### config.mk
export PLATFORM = sky130hd
export DESIGN_NAME = ebc_cycle_unit
export DESIGN_NICKNAME = d
export VERILOG_FILES = /design/src/core/ebc_pkg.sv /design/src/core/ebc_cycle_unit.sv /design/src/core/ebc_sync.sv
export SDC_FILE = /design/constraint.sdc
export NUM_CORES = 1
export LEC_CHECK = 0
export BUFFER_PORTS_ARGS = -buffer_cell sky130_fd_sc_hd__buf_2
export CORE_MARGIN = 1.5
export CORE_UTILIZATION = 50
export DETAILED_ROUTE_END_ITERATION = 8
export GPL_ROUTABILITY_DRIVEN = 0
export GPL_TIMING_DRIVEN = 0
export PLACE_DENSITY = 0.79
export SYNTH_ARGS = -nofsm -noshare
export SYNTH_HDL_FRONTEND = slang
export SYNTH_SLANG_ARGS = --single-unit
### constraint.sdc
create_clock -name i_clock -period 2.7 [get_ports i_clock]
set_input_delay 0.135 -clock i_clock [delete_from_list [all_inputs] [get_ports i_clock]]
set_output_delay 0.135 -clock i_clock [all_outputs]
set_load 0.005 [all_outputs]
### src/core/ebc_pkg.sv
// Shared types and constants of the external bus cycle unit
package ebc_pkg;
   localparam int EBC_ADDR_W = 24;
   localparam int EBC_BUS_W = 16;
   localparam int EBC_WORD_W = 32;
   localparam int EBC_WAIT_W = 3;
   localparam int EBC_REGIONS = 4;
   localparam int EBC_PAGE_BITS = 3;
   localparam logic [1:0] EBC_PROM_REGION = 2'h3;
   localparam logic [EBC_WAIT_W-1:0] EBC_WAIT_ZERO = 3'h0;
   localparam logic [EBC_WAIT_W-1:0] EBC_WAIT_ONE = 3'h1;
   localparam logic [EBC_WAIT_W-1:0] EBC_INT_WAIT_SHORT = 3'h1;
   localparam logic [EBC_WAIT_W-1:0] EBC_INT_WAIT_LONG = 3'h2;
   localparam logic [3:0] EBC_SELECT_NONE = 4'hf;
   localparam logic [3:0] EBC_KEEP_ALL = 4'hf;

   typedef enum logic [1:0] {
      EBC_SZ_BYTE = 2'h0,
      EBC_SZ_HALF = 2'h1,
      EBC_SZ_WORD = 2'h2
   } ebc_size_t;

   typedef enum logic [1:0] {
      EBC_K_EXT_IO = 2'h0,
      EBC_K_INT_IO = 2'h1,
      EBC_K_MEM = 2'h2
   } ebc_kind_t;

   typedef enum logic [4:0] {
      EBC_ST_IDLE = 5'h01,
      EBC_ST_T1 = 5'h02,
      EBC_ST_T2 = 5'h04,
      EBC_ST_T1S = 5'h08,
      EBC_ST_T2S = 5'h10
   } ebc_state_t;

   typedef struct packed {
      logic write;
      ebc_kind_t kind;
      ebc_size_t size;
      logic [1:0] region;
      logic discard;
      logic [3:0] byte_keep;
      logic [EBC_WORD_W-1:0] wdata;
      logic [EBC_WORD_W-1:0] orig;
      logic [EBC_ADDR_W-1:0] addr;
   } ebc_req_t;

   typedef struct packed {
      logic io_read_strobe_n;
      logic io_write_strobe_n;
      logic memory_read_strobe_n;
      logic lower_memory_write_strobe_n;
      logic upper_memory_write_strobe_n;
   } ebc_strobe_t;

   localparam ebc_strobe_t EBC_STROBE_IDLE = 5'h1f;
endpackage : ebc_pkg

### src/core/ebc_cycle_unit.sv
// External bus cycle sequencer for a 16-bit external data bus
`timescale 1ns/1ps
module ebc_cycle_unit #(
   parameter int PAGE_BITS = ebc_pkg::EBC_PAGE_BITS
) (
   input wire logic i_clock,
   input wire logic i_sys_rst,
   input wire logic i_enable,
   input wire logic i_req_valid,
   input wire ebc_pkg::ebc_req_t i_req,
   output logic o_req_ready,
   output logic o_done,
   output logic [ebc_pkg::EBC_WORD_W-1:0] o_rdata,
   input wire logic [ebc_pkg::EBC_REGIONS-1:0][ebc_pkg::EBC_WAIT_W-1:0]
      i_region_wait_count,
   input wire logic i_page_rom_cycle_select,
   input wire logic i_page_rom_onpage_wait,
   input wire logic i_internal_long_wait,
   input wire logic i_ready_n,
   input wire logic [ebc_pkg::EBC_BUS_W-1:0] i_data_in,
   output logic [ebc_pkg::EBC_BUS_W-1:0] o_data_out,
   output logic o_data_oe,
   output logic [ebc_pkg::EBC_ADDR_W-1:0] o_addr,
   output logic o_upper_byte_enable_n,
   output logic [ebc_pkg::EBC_REGIONS-1:0] o_region_select_n,
   output ebc_pkg::ebc_strobe_t o_strobe
);
   import ebc_pkg::*;

   ebc_state_t state_q;
   ebc_req_t cur_q;
   logic [EBC_WAIT_W-1:0] wait_q;
   logic onpage_q;
   logic [EBC_ADDR_W-1:0] page_q;
   logic page_valid_q;
   logic ready_n_s;
   logic [EBC_BUS_W-1:0] data_s;
   logic in_t1;
   logic in_t2;
   logic ignore_ready;
   logic end_ok;
   logic last_end;
   logic take;
   logic cur_prom;
   logic next_onpage;
   logic [EBC_WAIT_W-1:0] wait_load;
   logic [EBC_WORD_W-1:0] wmerged;

   ebc_sync #(
      .WIDTH(1),
      .RESET_VAL(1'b1)
   ) u_ready_sync (
      .i_clock(i_clock),
      .i_sys_rst(i_sys_rst),
      .i_enable(i_enable),
      .i_async(i_ready_n),
      .o_sync(ready_n_s)
   );

   ebc_sync #(
      .WIDTH(EBC_BUS_W),
      .RESET_VAL('0)
   ) u_data_sync (
      .i_clock(i_clock),
      .i_sys_rst(i_sys_rst),
      .i_enable(i_enable),
      .i_async(i_data_in),
      .o_sync(data_s)
   );

   function automatic logic is_prom(input ebc_req_t r, input logic sel);
      is_prom = sel && r.kind == EBC_K_MEM && !r.write &&
         r.region == EBC_PROM_REGION;
   endfunction : is_prom

   function automatic logic on_page(input ebc_req_t r,
                                    input logic [EBC_ADDR_W-1:0] pg);
      on_page = r.addr[EBC_ADDR_W-1:PAGE_BITS] == pg[EBC_ADDR_W-1:PAGE_BITS];
   endfunction : on_page

   assign in_t1 = state_q == EBC_ST_T1 || state_q == EBC_ST_T1S;
   assign in_t2 = state_q == EBC_ST_T2 || state_q == EBC_ST_T2S;
   assign cur_prom = is_prom(cur_q, i_page_rom_cycle_select);
   // Internal and page-ROM cycles run on their own wait counts
   assign ignore_ready = cur_prom || cur_q.kind == EBC_K_INT_IO;
   // Counter must drain and ready must be seen: the larger count wins
   assign end_ok = in_t2 && wait_q == EBC_WAIT_ZERO &&
      (ignore_ready || !ready_n_s);
   assign last_end = end_ok &&
      (state_q == EBC_ST_T2S || cur_q.size != EBC_SZ_WORD);
   assign o_req_ready = i_enable && (state_q == EBC_ST_IDLE || last_end);
   assign take = o_req_ready && i_req_valid;
   assign next_onpage = take && is_prom(i_req, i_page_rom_cycle_select) &&
      cur_prom && page_valid_q && on_page(i_req, page_q);

   // Bytes not kept carry their original value back to memory
   always_comb begin
      for (int b = 0; b < 4; b++) begin
         wmerged[b*8 +: 8] = cur_q.byte_keep[b] ?
            cur_q.wdata[b*8 +: 8] : cur_q.orig[b*8 +: 8];
      end
   end

   always_comb begin
      if (cur_q.kind == EBC_K_INT_IO) begin
         wait_load = i_internal_long_wait ?
            EBC_INT_WAIT_LONG : EBC_INT_WAIT_SHORT;
      end else if (cur_prom && onpage_q) begin
         wait_load = i_page_rom_onpage_wait ?
            EBC_WAIT_ONE : EBC_WAIT_ZERO;
      end else if (cur_prom) begin
         wait_load = i_region_wait_count[EBC_PROM_REGION];
      end else begin
         wait_load = i_region_wait_count[cur_q.region];
      end
   end

   // Sequencer
   always_ff @(posedge i_clock) begin
      if (i_sys_rst) begin
         state_q <= EBC_ST_IDLE;
      end else if (i_enable) begin
         case (state_q)
            EBC_ST_IDLE: begin
               if (take) begin
                  state_q <= EBC_ST_T1;
               end
            end
            EBC_ST_T1: begin
               state_q <= EBC_ST_T2;
            end
            EBC_ST_T1S: begin
               state_q <= EBC_ST_T2S;
            end
            EBC_ST_T2, EBC_ST_T2S: begin
               if (end_ok && !last_end) begin
                  state_q <= EBC_ST_T1S;
               end else if (last_end) begin
                  state_q <= take ? EBC_ST_T1 : EBC_ST_IDLE;
               end
            end
            default: begin
               state_q <= EBC_ST_IDLE;
            end
         endcase
      end
   end

   // Request capture and page tracking
   always_ff @(posedge i_clock) begin
      if (i_sys_rst) begin
         cur_q <= '0;
         onpage_q <= 1'b0;
         page_q <= '0;
         page_valid_q <= 1'b0;
      end else if (i_enable) begin
         if (take) begin
            cur_q <= i_req;
            onpage_q <= is_prom(i_req, i_page_rom_cycle_select) &&
               cur_prom && page_valid_q && on_page(i_req, page_q) &&
               state_q != EBC_ST_IDLE;
            // Page tracks the cycle in flight, so the next take compares
            // against the cycle that is ending
            page_valid_q <= is_prom(i_req, i_page_rom_cycle_select);
            page_q <= i_req.addr;
         end
      end
   end

   // Wait counter loaded in the first state
   always_ff @(posedge i_clock) begin
      if (i_sys_rst) begin
         wait_q <= EBC_WAIT_ZERO;
      end else if (i_enable) begin
         if (in_t1) begin
            wait_q <= wait_load;
         end else if (in_t2 && wait_q != EBC_WAIT_ZERO) begin
            wait_q <= wait_q - EBC_WAIT_ONE;
         end
      end
   end

   // Address, upper byte enable and region select
   always_ff @(posedge i_clock) begin
      if (i_sys_rst) begin
         o_addr <= '0;
         o_upper_byte_enable_n <= 1'b1;
         o_region_select_n <= EBC_SELECT_NONE;
      end else if (i_enable) begin
         if (take) begin
            o_addr <= i_req.addr;
            o_upper_byte_enable_n <= i_req.size == EBC_SZ_BYTE &&
               !i_req.addr[0];
            o_region_select_n <= EBC_SELECT_NONE;
            if (i_req.kind != EBC_K_INT_IO) begin
               o_region_select_n[i_req.region] <= 1'b0;
            end
         end else if (end_ok && !last_end) begin
            o_addr[1] <= 1'b1;
         end else if (last_end) begin
            o_region_select_n <= EBC_SELECT_NONE;
         end
      end
   end

   // Strobes fall to active within the first state, rise back to idle at ready end unless an on-page page-ROM read follows
   always_ff @(posedge i_clock) begin
      if (i_sys_rst) begin
         o_strobe <= EBC_STROBE_IDLE;
      end else if (i_enable) begin
         if (in_t1 && cur_q.kind == EBC_K_EXT_IO) begin
            o_strobe.io_read_strobe_n <= cur_q.write;
            o_strobe.io_write_strobe_n <= !cur_q.write;
         end else if (in_t1 && cur_q.kind == EBC_K_MEM) begin
            o_strobe.memory_read_strobe_n <= cur_q.write;
            o_strobe.lower_memory_write_strobe_n <= !cur_q.write;
            o_strobe.upper_memory_write_strobe_n <= !cur_q.write;
         end else if (end_ok) begin
            o_strobe <= EBC_STROBE_IDLE;
            if (next_onpage) begin
               o_strobe.memory_read_strobe_n <= 1'b0;
            end
         end
      end
   end

   // Write data: set within first state, held through the next one
   always_ff @(posedge i_clock) begin
      if (i_sys_rst) begin
         o_data_out <= '0;
         o_data_oe <= 1'b0;
      end else if (i_enable) begin
         if (in_t1) begin
            o_data_oe <= cur_q.write && cur_q.kind != EBC_K_INT_IO;
            if (cur_q.size == EBC_SZ_BYTE) begin
               // Both halves carry the byte; the unused half repeats it
               o_data_out <= {wmerged[7:0], wmerged[7:0]};
            end else if (state_q == EBC_ST_T1S) begin
               o_data_out <= wmerged[31:16];
            end else begin
               o_data_out <= wmerged[15:0];
            end
         end else if (state_q == EBC_ST_IDLE) begin
            o_data_oe <= 1'b0;
         end
      end
   end

   // Read capture on the ready end of each cycle of a read not marked discard
   always_ff @(posedge i_clock) begin
      if (i_sys_rst) begin
         o_rdata <= '0;
         o_done <= 1'b0;
      end else if (i_enable) begin
         o_done <= last_end;
         if (end_ok && !cur_q.write && !cur_q.discard) begin
            if (cur_q.size == EBC_SZ_BYTE) begin
               o_rdata <= {24'h00_0000, cur_q.addr[0] ?
                  data_s[15:8] : data_s[7:0]};
            end else if (state_q == EBC_ST_T2S) begin
               o_rdata[31:16] <= data_s;
            end else begin
               o_rdata[15:0] <= data_s;
            end
         end
      end
   end

   a_short_one_cycle:
   assert property (@(posedge i_clock) disable iff (i_sys_rst)
      i_enable && state_q == EBC_ST_T2 && end_ok &&
      cur_q.size != EBC_SZ_WORD |=> state_q != EBC_ST_T1S)
      else $error("non-word access took a second cycle");

   a_word_second_cycle:
   assert property (@(posedge i_clock) disable iff (i_sys_rst)
      i_enable && state_q == EBC_ST_T2 && end_ok &&
      cur_q.size == EBC_SZ_WORD |=> state_q == EBC_ST_T1S ##1
      (!i_enable || o_addr[1]))
      else $error("word access missed its second cycle");

   a_ube_level:
   assert property (@(posedge i_clock) disable iff (i_sys_rst)
      in_t2 |-> o_upper_byte_enable_n ==
      (cur_q.size == EBC_SZ_BYTE && !cur_q.addr[0]))
      else $error("upper byte enable wrong");

   a_io_read_strobe:
   assert property (@(posedge i_clock) disable iff (i_sys_rst)
      in_t2 && cur_q.kind == EBC_K_EXT_IO && !cur_q.write |->
      !o_strobe.io_read_strobe_n && !o_region_select_n[cur_q.region])
      else $error("io read strobe or select missing");

   a_ready_ends_cycle:
   assert property (@(posedge i_clock) disable iff (i_sys_rst)
      i_enable && in_t2 && wait_q == EBC_WAIT_ZERO && !ready_n_s |=>
      !in_t2 || $past(end_ok && !last_end))
      else $error("ready did not end the cycle");

   a_wait_floor:
   assert property (@(posedge i_clock) disable iff (i_sys_rst)
      i_enable && in_t1 && cur_q.kind != EBC_K_INT_IO && !cur_prom |=>
      wait_q == $past(i_region_wait_count[cur_q.region]))
      else $error("programmed wait not loaded");

   a_internal_quiet:
   assert property (@(posedge i_clock) disable iff (i_sys_rst)
      in_t2 && cur_q.kind == EBC_K_INT_IO |->
      o_strobe == EBC_STROBE_IDLE && o_region_select_n == EBC_SELECT_NONE)
      else $error("internal cycle drove a strobe");

   a_sram_write_strobes:
   assert property (@(posedge i_clock) disable iff (i_sys_rst)
      in_t2 && cur_q.kind == EBC_K_MEM && cur_q.write |->
      !o_strobe.lower_memory_write_strobe_n &&
      !o_strobe.upper_memory_write_strobe_n && o_data_oe)
      else $error("sram write strobes not both active");

   a_word_write_halves:
   assert property (@(posedge i_clock) disable iff (i_sys_rst)
      state_q == EBC_ST_T2S && cur_q.write |-> o_data_out == wmerged[31:16])
      else $error("upper half not on bus in second cycle");

   a_prom_ignores_ready:
   assert property (@(posedge i_clock) disable iff (i_sys_rst)
      in_t2 && cur_prom && wait_q == EBC_WAIT_ZERO |-> end_ok)
      else $error("page-rom cycle waited on ready");
endmodule : ebc_cycle_unit

### src/core/ebc_sync.sv
// Two-flop synchroniser for pin inputs
`timescale 1ns/1ps
module ebc_sync #(
   parameter int WIDTH = 1,
   parameter logic [WIDTH-1:0] RESET_VAL = '0
) (
   input wire logic i_clock,
   input wire logic i_sys_rst,
   input wire logic i_enable,
   input wire logic [WIDTH-1:0] i_async,
   output logic [WIDTH-1:0] o_sync
);
   logic [WIDTH-1:0] meta_q;

   // Stage one feeds stage two only
   always_ff @(posedge i_clock) begin
      if (i_sys_rst) begin
         meta_q <= RESET_VAL;
         o_sync <= RESET_VAL;
      end else if (i_enable) begin
         meta_q <= i_async;
         o_sync <= meta_q;
      end
   end
endmodule : ebc_sync

== After elaboration in Yosys (flattened, before gate mapping) ==
Cells that the tools add are included.

* Output and inout port bits: 85
* Register bits after elaboration: 228
* Input bits: 136
* Word-level logic and storage cells: 161

* Add/sub/neg operators: 1
* Multiplexer cells: 39
* Reductions and logical operators: 65
* Eq/ne operators: 20
* Magnitude comparators: 3
* Bitwise operators: 2

{| class="wikitable"
|+ Operator list
! cell !! count
|-
| $mux W16 || 4
|-
| $mux W8 || 5
|-
| $mux W32 || 1
|-
| $logic_and A1 B1 Y1 || 29
|-
| $eq A21 B21 Y1 || 1
|-
| $mux W3 || 7
|-
| $mux W5 || 4
|-
| $pmux W5 S4 || 1
|-
| $reduce_and A3 Y1 || 6
|-
| $mux W4 || 4
|-
| $reduce_bool A2 Y1 || 7
|-
| $ne A2 B2 Y1 const B || 5
|-
| $reduce_and A2 Y1 || 5
|-
| $eq A2 B2 Y1 const B || 4
|-
| $mux W2 || 4
|-
| $mux W1 || 7
|-
| $bmux W3 S2 || 1
|-
| $logic_not A1 Y1 || 6
|-
| $logic_not A2 Y1 || 3
|-
| $logic_or A1 B1 Y1 || 6
|-
| $lt A2 B3 Y1 const B || 2
|-
| $eq A5 B1 Y1 const B || 1
|-
| $eq A5 B2 Y1 const B || 1
|-
| $eq A5 B3 Y1 const B || 1
|-
| other kinds (14) || 15
|}

== Longest topological paths before layout ==
Gate-level depths: netlist of run 1.

* Depth in word-level cells: 19
* Gate-level depth with buffers: 9
* Mapped depth without buffers: 7

== Cells and area by module ==
Synthesis of run 1 repeated with hierarchy kept, for this count alone.

* Cells, all modules: 1,027
* Area, all modules: 8,814.7 µm²

{| class="wikitable"
|+ By module, submodules not included
! module !! times used !! seq. area each (µm²) !! area each (µm²) !! cells each
|-
| ebc_cycle_unit || 1 || 3,383.2 || 7,581.0 || 918
|-
| ebc_sync (u_data_sync) || 1 || 640.6 || 1,163.6 || 103
|-
| ebc_sync (u_ready_sync) || 1 || 40.0 || 70.1 || 6
|}

== Least setup slack after synthesis of run 1 ==
No wires, ideal clock.

* Path kind: register -> register
* Start point: register cur_q[98] (netlist bit)
* End point: register cur_q[25] (netlist bit)
* Arrival time: 1,929 ps
* Cell stages (with the launch flop): 10
* Slack: 639 ps
* Setup time: 132 ps
* Path through: dfxtp_1 > buf_2 > nand2b_1 > buf_2 > o211a_4 > o41a_1 > buf_2 > clkbuf_1 > o21ai_0 > a21oi_1

* Word-level cells in the longest chain between the ends: 12
* Elaborated cells on any way between the ends: 13
* Classes of those cells: eq/ne: 2; reduce/logical: 11

{| class="wikitable"
|+ Ends and longest elaborated chain
! what !! RTL line !! RTL
|-
| start: declaration || ebc_cycle_unit.sv:31 || <nowiki>ebc_req_t cur_q;</nowiki>
|-
| start signal: assignment || ebc_cycle_unit.sv:158 || <nowiki>cur_q <= i_req;</nowiki>
|-
| $eq A2 B2 Y1 || ebc_cycle_unit.sv:72 || <nowiki>is_prom = sel && r.kind == EBC_K_MEM && !r.write &&</nowiki>
|-
| $logic_and A1 B1 Y1 (3 in series) || ebc_cycle_unit.sv:72 ||
|-
| $logic_or A1 B1 Y1 * || ebc_cycle_unit.sv:85 || <nowiki>assign ignore_ready = cur_prom || cur_q.kind == EBC_K_INT_IO;</nowiki>
|-
| $logic_or A1 B1 Y1 * || ebc_cycle_unit.sv:88 || <nowiki>(ignore_ready || !ready_n_s);</nowiki>
|-
| $logic_and A1 B1 Y1 * || ebc_cycle_unit.sv:87 || <nowiki>assign end_ok = in_t2 && wait_q == EBC_WAIT_ZERO &&</nowiki>
|-
| $logic_and A1 B1 Y1 * || ebc_cycle_unit.sv:89 || <nowiki>assign last_end = end_ok &&</nowiki>
|-
| $logic_or A1 B1 Y1 * || ebc_cycle_unit.sv:91 || <nowiki>assign o_req_ready = i_enable && (state_q == EBC_ST_IDLE || last_end);</nowiki>
|-
| $logic_and A1 B1 Y1 * || ebc_cycle_unit.sv:91 ||
|-
| $logic_and A1 B1 Y1 * || ebc_cycle_unit.sv:92 || <nowiki>assign take = o_req_ready && i_req_valid;</nowiki>
|-
| $reduce_and A2 Y1 (no line) * || - ||
|}

Mark *: on every way between the ends. The rest lies on a longest branch, timed or not.
A chain may end at the register's enable or synchronous reset.

== Final worst setup path of run 1 ==
* Start point: register cur_q[98] (netlist bit)
* End point: register cur_q[65] (netlist bit)

The elaborated chain is that of the path after synthesis.

==> impl_metrics.tcl, run 1 <==
set metrics [dict create \
    critPathKind "reg2reg" \
    cp.arrival_ns 3.04 \
    ys_top_cells_by_area "dfxtp_1, mux2i_1, a21oi_1, o21ai_0, nand3_1" \
    drc_errors 0 \
    status "complete, no violations" \
    maxCapViolations 0 \
    p_int_mw 5.40 \
    post-route-min-period_ns 2.67 \
    total_leakage_power_nw 5.07 \
    numCtsBuffers 22 \
    endpoint_kind "register" \
    drtAntennaViolNets 0 \
    synth.distinct_cells 61 \
    power_switching_mw 1.93 \
    rsz0062_at_grt "false" \
    slew_violations 0 \
    routedWlPerCell_um 19.4 \
    critPathTopFamily "compound AO/OA/AOI/OAI gates" \
    dp_hpwl_mm 21.2 \
    worst-path-buf-inv 3 \
    synth-seq-cells 203 \
    worstHoldPathType "in2reg" \
    fmax_mhz 374 \
    fin_crit_sh_pct 99.0 \
    ys_seq_area_share_pct 44.5 \
    path_cells "buf_2 -> nand4b_4 -> o211a_4 -> o41a_1 -> buf_2 -> clkbuf_2 -> o21ai_0 -> a21oi_1" \
    die_y_um 138 \
    p_sw_share_pct 26.3 \
    drtIter0Drc 884 \
    synthArstFlopShare_pct 0 \
    cpMostUsedCell "buf_2" \
    skew_ns 0.0166 \
    place.port_buffers 219 \
    fin_nets 1538 \
    ys.flop_type "dfxtp_1" \
    initial_core_util_pct 50.9 \
    area_delta_synth_final_pct 36.7 \
    tightestPinTransition_ns 1.22 \
    row_count 49 \
    synth_edf_count 0 \
    yosysTopAreaCellShare_pct 44.5 \
    p_per_area_nw_per_um2 586 \
    fin_cells 1646 \
    synth_nets 1177 \
    max_slew_margin_pct 17.5 \
    netlist_area_um2 9140 \
    yosysWarnings 0 \
    critPathLaunchType "register" \
    clock_latency_ns 0.51 \
    die_x_um 138 \
    num_vias 9815 \
    io-pin-count 221 \
    grt_pass1_vias 9462 \
    synth_cells 1039 \
    cp_slowest_cell "o41a_1" \
    max-vdd-ir-drop_v 0.000582 \
    first_pass_iters 5 \
    clockPowerShare_pct 43.1 \
    grt_pass1_wl_mm 49.5 \
    cts_max_path_buffers 3 \
    clkTransAtPathRegs_ns 0.07 \
    cts.sinks 203 \
    core_um2 18000 \
    grt-ovfl-total 0 \
    cts_root_buffer "clkbuf_16" \
    seq_power_share_pct 43.4 \
    routed_wl_mm 32.0 \
    yosysTopAreaCell "dfxtp_1" \
    cts_tree "yes" \
    finalSetupTns_ns 0 \
    grt.total_usage_pct 31.9 \
    grt_max_degree 20 \
    pwr-share-comb_pct 13.5 \
    setup_viol 0 \
    cp_max_fo 10 \
    cp.required_ns 3.07 \
    cts.htree.levels 1 \
    viasPerCell 5.96 \
    dieArea_um2 19100 \
    critPathMaxStageDelay_ns 0.53 \
    drive_gt1_share_pct 22.8 \
    utilization_pct 69.5 \
    synth_area_per_cell_um2 8.80 \
    place_inst 1487 \
    antenna_found_initial 0 \
    hold_violations 0 \
]
## path summary, 6_finish.rpt
path,from,end,slack [ns],cells past startpoint
min,i_internal_long_wait,wait_q[0]$_SDFFE_PP0P_,0.07,4
max reg2reg,cur_q[98]$_SDFFE_PP0P_,cur_q[65]$_SDFFE_PP0P_,0.03,8
min reg2reg,o_data_oe$_SDFFE_PP0P_,o_data_oe$_SDFFE_PP0P_,0.47,2
max,cur_q[98]$_SDFFE_PP0P_,cur_q[65]$_SDFFE_PP0P_,0.03,8
## flip-flops by register name (all words and copies together), names as in the netlist, 3 cells and up
signal	count
cur_q	76
u_data_sync.o_sync	16
state_q	5
o_rdata	32
page_q	23
wait_q	3
o_data_out	16
o_region_select_n	4
u_data_sync.meta_q	16
o_strobe	4
## power by group through the flow
| stage | sequential, mW | combinational (mW) | clock [mW] |
|---|---|---|---|
| finish | 3.18 | 0.988 | 3.16 |
| global route | 3.19 | 1.06 | 3.27 |
| CTS | 3.17 | 0.944 | 3.17 |
| detailed placement | 3.24 | 0.804 | 0 |
| global placement | 3.23 | 0.793 | 0 |
| floorplan | 3.21 | 0.506 | 0 |
## logic make-up after synthesis
logic type / count (synthesis) / share of synthesized area [%]
buffers and inverters: 124 / 6.61
muxes: 81 / 9.36
AOI/OAI and AO/OA: 331 / 21.6
adders and majority gates: 2 / 0.274
and+or+nand+nor: 273 / 15.3
DFF: 203 / 44.5
xor gates and xnor gates: 25 / 2.40
## routing by layer
metal	global-route usage, %	part of all wire [%]	vias up
li1	-	-	4449
met1	39.8	39	4641
met2	53.2	47	594
met3	6.65	9.6	131
met4	14.2	4.4	0
met5	0	0	-
## repair_timing
item / 4_1_cts / 5_1_grt
hold endpoints to repair: 121 / 0
hold buffers: 118 / 0
pin swaps: 1 / 0
endpoints found under the setup margin: 1 / 17
buffers inserted: 1 / 0
gates resized for setup: 1 / 7
## area by class of cell
cell class,count,area [µm²]
repair buffers,338,2280
flip-flops and latches,203,4060
inverters,9,33.8
clock buffers,28,634
plain buffers,114,572
clock inverters,12,131
diodes,1,2.50
multi-input cells,712,4480
well taps,229,287
fillers,1351,5470
## per-stage QoR
step / hold slack, ns / cell area [µm²] / setup slack, ns / power, mW
6_report: 0.0682 / 12500 / 0.0268 / 7.33
5_1_grt: 0.0927 / 12500 / 0.00889 / 7.51
4_1_cts: 0.0642 / 12500 / 0.0940 / 7.29
3_5_place_dp: 0.358 / 10500 / 0.210 / 4.04
3_3_place_gp: 0.352 / 10500 / 0.230 / 4.03
2_1_floorplan: 0.263 / 9140 / 0.639 / 3.72
## cell usage after synthesis (4+ instances only)
| library cell | count |
|---|---|
| a211o_1 | 8 |
| a211oi_1 | 18 |
| a21oi_1 | 126 |
| a22o_1 | 24 |
| a31oi_1 | 5 |
| buf_2 | 18 |
| buf_4 | 25 |
| clkbuf_1 | 66 |
| dfxtp_1 | 203 |
| inv_1 | 8 |
| mux2i_1 | 78 |
| nand2_1 | 23 |
| nand2b_1 | 15 |
| nand3_1 | 115 |
| nand4_1 | 9 |
| nor2_1 | 65 |
| nor2b_1 | 10 |
| nor3_1 | 10 |
| nor4_1 | 4 |
| o211ai_1 | 4 |
| o21ai_0 | 120 |
| or2_2 | 6 |
| xnor2_1 | 14 |
| xor2_1 | 11 |
## worst reg2reg max path: cells and delay by family, from the launching register on
kind | cells | cell delay (ns)
and+or+nand+nor | 1 | 0.19
buffers and inverters | 3 | 0.73
AOI/OAI and AO/OA | 4 | 1.32
DFF | 1 | 0.30
## cells in the final DEF, fill, tap and decap left out, types with 4 or more instances in the layout
cell type,instances
clkinvlp_4,4
clkbuf_16,23
buf_2,236
nand3_1,115
a211oi_1,18
nor2_1,65
xor2_1,11
dlygate4sd3_1,118
buf_6,4
clkbuf_8,4
nor2b_1,9
xnor2_1,14
nand4_1,9
mux2i_1,78
a21oi_1,126
dfxtp_1,203
buf_4,25
a22o_1,24
nand2_1,23
nand2b_1,15
o21ai_0,120
inv_1,8
nor4_1,4
or2_2,6
nor3_1,10
a31oi_1,5
a211o_1,8
clkbuf_1,65
o211ai_1,4
Power figures use the tool's default switching activity.
==> run 2, diff against run 1 <==
- PLACE_DENSITY: 0.79 -> 0.8
- SYNTH_HIERARCHICAL: unset -> 1
==> run 2 against run 1 <==
Effect of this change:
- wire length down 7.2%
- critical path depth rose by 2
- highest routed layer unchanged
- count of clock-buffer cells in the layout fell by 3
- clock power decreased by 4%
- largest cell class unchanged
- via count shrank 7.7%
- critical endpoint is now o_region_select_n[2]$_SDFFE_PP1P_
==> impl_metrics.tcl, run 2 <==
set metrics [dict create \
    status "complete, no violations" \
    ys_top_cells_by_area "dfxtp_1, nand2_1, mux2i_1, a21oi_1, nor2_1" \
    io-pin-count 221 \
    fin_crit_sh_pct 94.4 \
    cts.htree.levels 1 \
    largest_reg_flops 76 \
    max-vdd-ir-drop_v 0.000499 \
    utilization_pct 70.4 \
    setup_viol 0 \
    cpMostUsedCell "buf_6" \
    regMostFlops "cur_q" \
    synth_edf_count 0 \
    clock_latency_ns 0.51 \
    area_delta_synth_final_pct 37.6 \
    crit_path_end "o_region_select_n[2]$_SDFFE_PP1P_" \
    worst-path-buf-inv 4 \
    totalPowerFinal_mw 7.18 \
    fin_nets 1531 \
    tightestPinTransition_ns 0.815 \
    numCtsBuffers 22 \
    clockPowerShare_pct 42.2 \
    ff2ff_setup_slack_ns 0.15 \
    cp.required_ns 3.09 \
    pwr-share-comb_pct 13.2 \
    dp_hpwl_mm 19.1 \
    synth-seq-cells 203 \
    synth.distinct_cells 58 \
    seq_power_share_pct 44.6 \
    maxCapViolations 0 \
    r2r_start "wait_q[1]$_SDFFE_PP0P_" \
    fillers 1220 \
    grt-ovfl-total 0 \
    critPathTopFamily "buffers and inverters" \
    critPathLaunchType "register" \
    critPathKind "reg2reg" \
    p_int_mw 5.35 \
    p_sw_share_pct 25.4 \
    cts.sinks 203 \
    endpoint_kind "register" \
    drc_errors 0 \
    die_y_um 136 \
    skew_ns 0.00871 \
    synthArstFlopShare_pct 0 \
    antenna_found_initial 1 \
    synth_area_per_cell_um2 8.58 \
    worstHoldPathType "in2reg" \
    cts_tree "yes" \
    cp_slowest_cell "dlygate4sd3_1" \
    max_slew_margin_pct 45.7 \
    grt_max_degree 14 \
    crit_start "wait_q[1]$_SDFFE_PP0P_" \
    post_cts_buffers 0 \
    dieArea_um2 18400 \
    first_pass_iters 5 \
    power_switching_mw 1.83 \
    post-route-min-period_ns 2.55 \
    grt.total_usage_pct 31.3 \
    drtAntennaViolNets 0 \
    rr_endpoint "o_region_select_n[2]$_SDFFE_PP1P_" \
    cp.arrival_ns 2.94 \
    viasPerCell 5.56 \
    synth_commonest_cells "nand2_1, dfxtp_1, a21oi_1, nor2_1, mux2i_1" \
    layout_common_cells "buf_2, nand2_1, dfxtp_1" \
    p_per_area_nw_per_um2 592 \
    yosysWarnings 6 \
    yosysTopAreaCellShare_pct 46.1 \
    cts_root_buffer "clkbuf_16" \
    reg.largest.list "cur_q x76, o_rdata x32, page_q x23" \
    die_x_um 136 \
    row_count 48 \
    path_depth 10 \
    yosysMostFrequentCell "nand2_1" \
    ys.flop_type "dfxtp_1" \
    setup_ws_ns 0.151 \
    path_cells "inv_1 -> ha_1 -> nor2b_2 -> nand4_2 -> and2_1 -> buf_6 -> buf_6 -> nor3_2 -> a31oi_1 -> dlygate4sd3_1" \
    finalSetupTns_ns 0 \
    grt_pass1_wl_mm 44.9 \
    cts_max_path_buffers 3 \
    core_um2 17200 \
    routed_wl_mm 29.7 \
    synth_nets 1165 \
    initial_core_util_pct 51.1 \
    drive_gt1_share_pct 23.3 \
    grt_pass1_vias 8786 \
    drtIter0Drc 836 \
    netlist_area_um2 8810 \
    whs_ns 0.0186 \
    num_vias 9056 \
    rsz0062_at_grt "false" \
    total_leakage_power_nw 5.15 \
    critPathMaxStageDelay_ns 0.59 \
    routedWlPerCell_um 18.2 \
    dp_slack_ns 0.345 \
    slew_violations 0 \
    mostFrequentLayoutCell "buf_2" \
    hold_violations 0 \
    ys_seq_area_share_pct 46.1 \
    yosysTopAreaCell "dfxtp_1" \
    cp_max_fo 10 \
    place.port_buffers 220 \
    synth_cells 1027 \
    ff2ff_path_depth 10 \
    fmax_mhz 392 \
    clkTransAtPathRegs_ns 0.06 \
]
==> run 2: cell type report <==
| type | count | area, µm² | share of cell area [%] |
|---|---|---|---|
| diodes | 1 | 2.50 | 0.0206 |
| plain buffers | 91 | 548 | 4.52 |
| clock buffers | 25 | 572 | 4.71 |
| clock inverters | 9 | 135 | 1.11 |
| inverters | 6 | 22.5 | 0.186 |
| multi-input cells | 727 | 4180 | 34.5 |
| flip-flops and latches | 203 | 4070 | 33.5 |
| well taps | 225 | 282 | 2.32 |
| repair buffers | 342 | 2320 | 19.1 |
==> run 2: per-layer routing <==
| metal | track usage, % | part of all wire [%] | vias up |
|---|---|---|---|
| li1 | - | - | 4202 |
| met1 | 38.2 | 39 | 4162 |
| met2 | 52.0 | 46 | 533 |
| met3 | 6.40 | 8.5 | 159 |
| met4 | 16.6 | 5.8 | 0 |
| met5 | 0 | 0 | - |
==> run 2: worst reg2reg max path: cells and delay by family, from the launching register on <==
kind / cells / cell delay (ns)
fa+ha+maj: 1 / 0.17
buf+inv: 4 / 1.00
simple gates: 4 / 0.86
flops: 1 / 0.30
compound gates: 1 / 0.11
==> run 2: logic make-up after synthesis <==
family                     count (synthesis)  share of synthesized area [%]
and+or+nand+nor                          403                           20.1
AOI/OAI and AO/OA                        213                           14.5
adders and majority gates                  2                          0.284
buffers and inverters                     97                           6.47
muxes                                     87                           10.4
xor gates and xnor gates                  22                           2.19
DFF                                      203                           46.1
==> run 2: worst min path at each step <==
| stage | startpoint | to | slack, ns | cells after the start |
|---|---|---|---|---|
| floorplan | i_sys_rst | u_data_sync/meta_q[15]$_SDFFE_PP0P_ | 0.21 | 1 |
| global route | i_internal_long_wait | wait_q[0]$_SDFFE_PP0P_ | 0.06 | 4 |
| detailed placement | i_ready_n | u_ready_sync/meta_q$_SDFFE_PP1P_ | 0.35 | 2 |
| finish | i_internal_long_wait | wait_q[0]$_SDFFE_PP0P_ | 0.02 | 4 |
| CTS | i_internal_long_wait | wait_q[0]$_SDFFE_PP0P_ | 0.008 | 4 |
| global placement | i_ready_n | u_ready_sync/meta_q$_SDFFE_PP1P_ | 0.34 | 2 |
==> run 2: repair_timing <==
item / 4_1_cts / 5_1_grt
resized for setup: 0 / 3
endpoints found under the setup margin: 0 / 1
hold endpoints to repair: 123 / 0
hold buffers: 122 / 0
==> run 2: power by group through the flow <==
stage	Combinational (mW)	Clock, mW	Sequential, mW
global placement	0.750	0	3.26
finish	0.948	3.03	3.20
floorplan	0.481	0	3.24
CTS	0.909	3.04	3.20
global route	1.01	3.16	3.22
detailed placement	0.766	0	3.26
==> run 2: stage by stage <==
stage,std cells,instance area (µm²)
2_1_floorplan,1027,8810
3_3_place_gp,1472,10200
3_5_place_dp,1472,10200
4_1_cts,1628,12100
5_1_grt,1629,12100
6_report,1629,12100
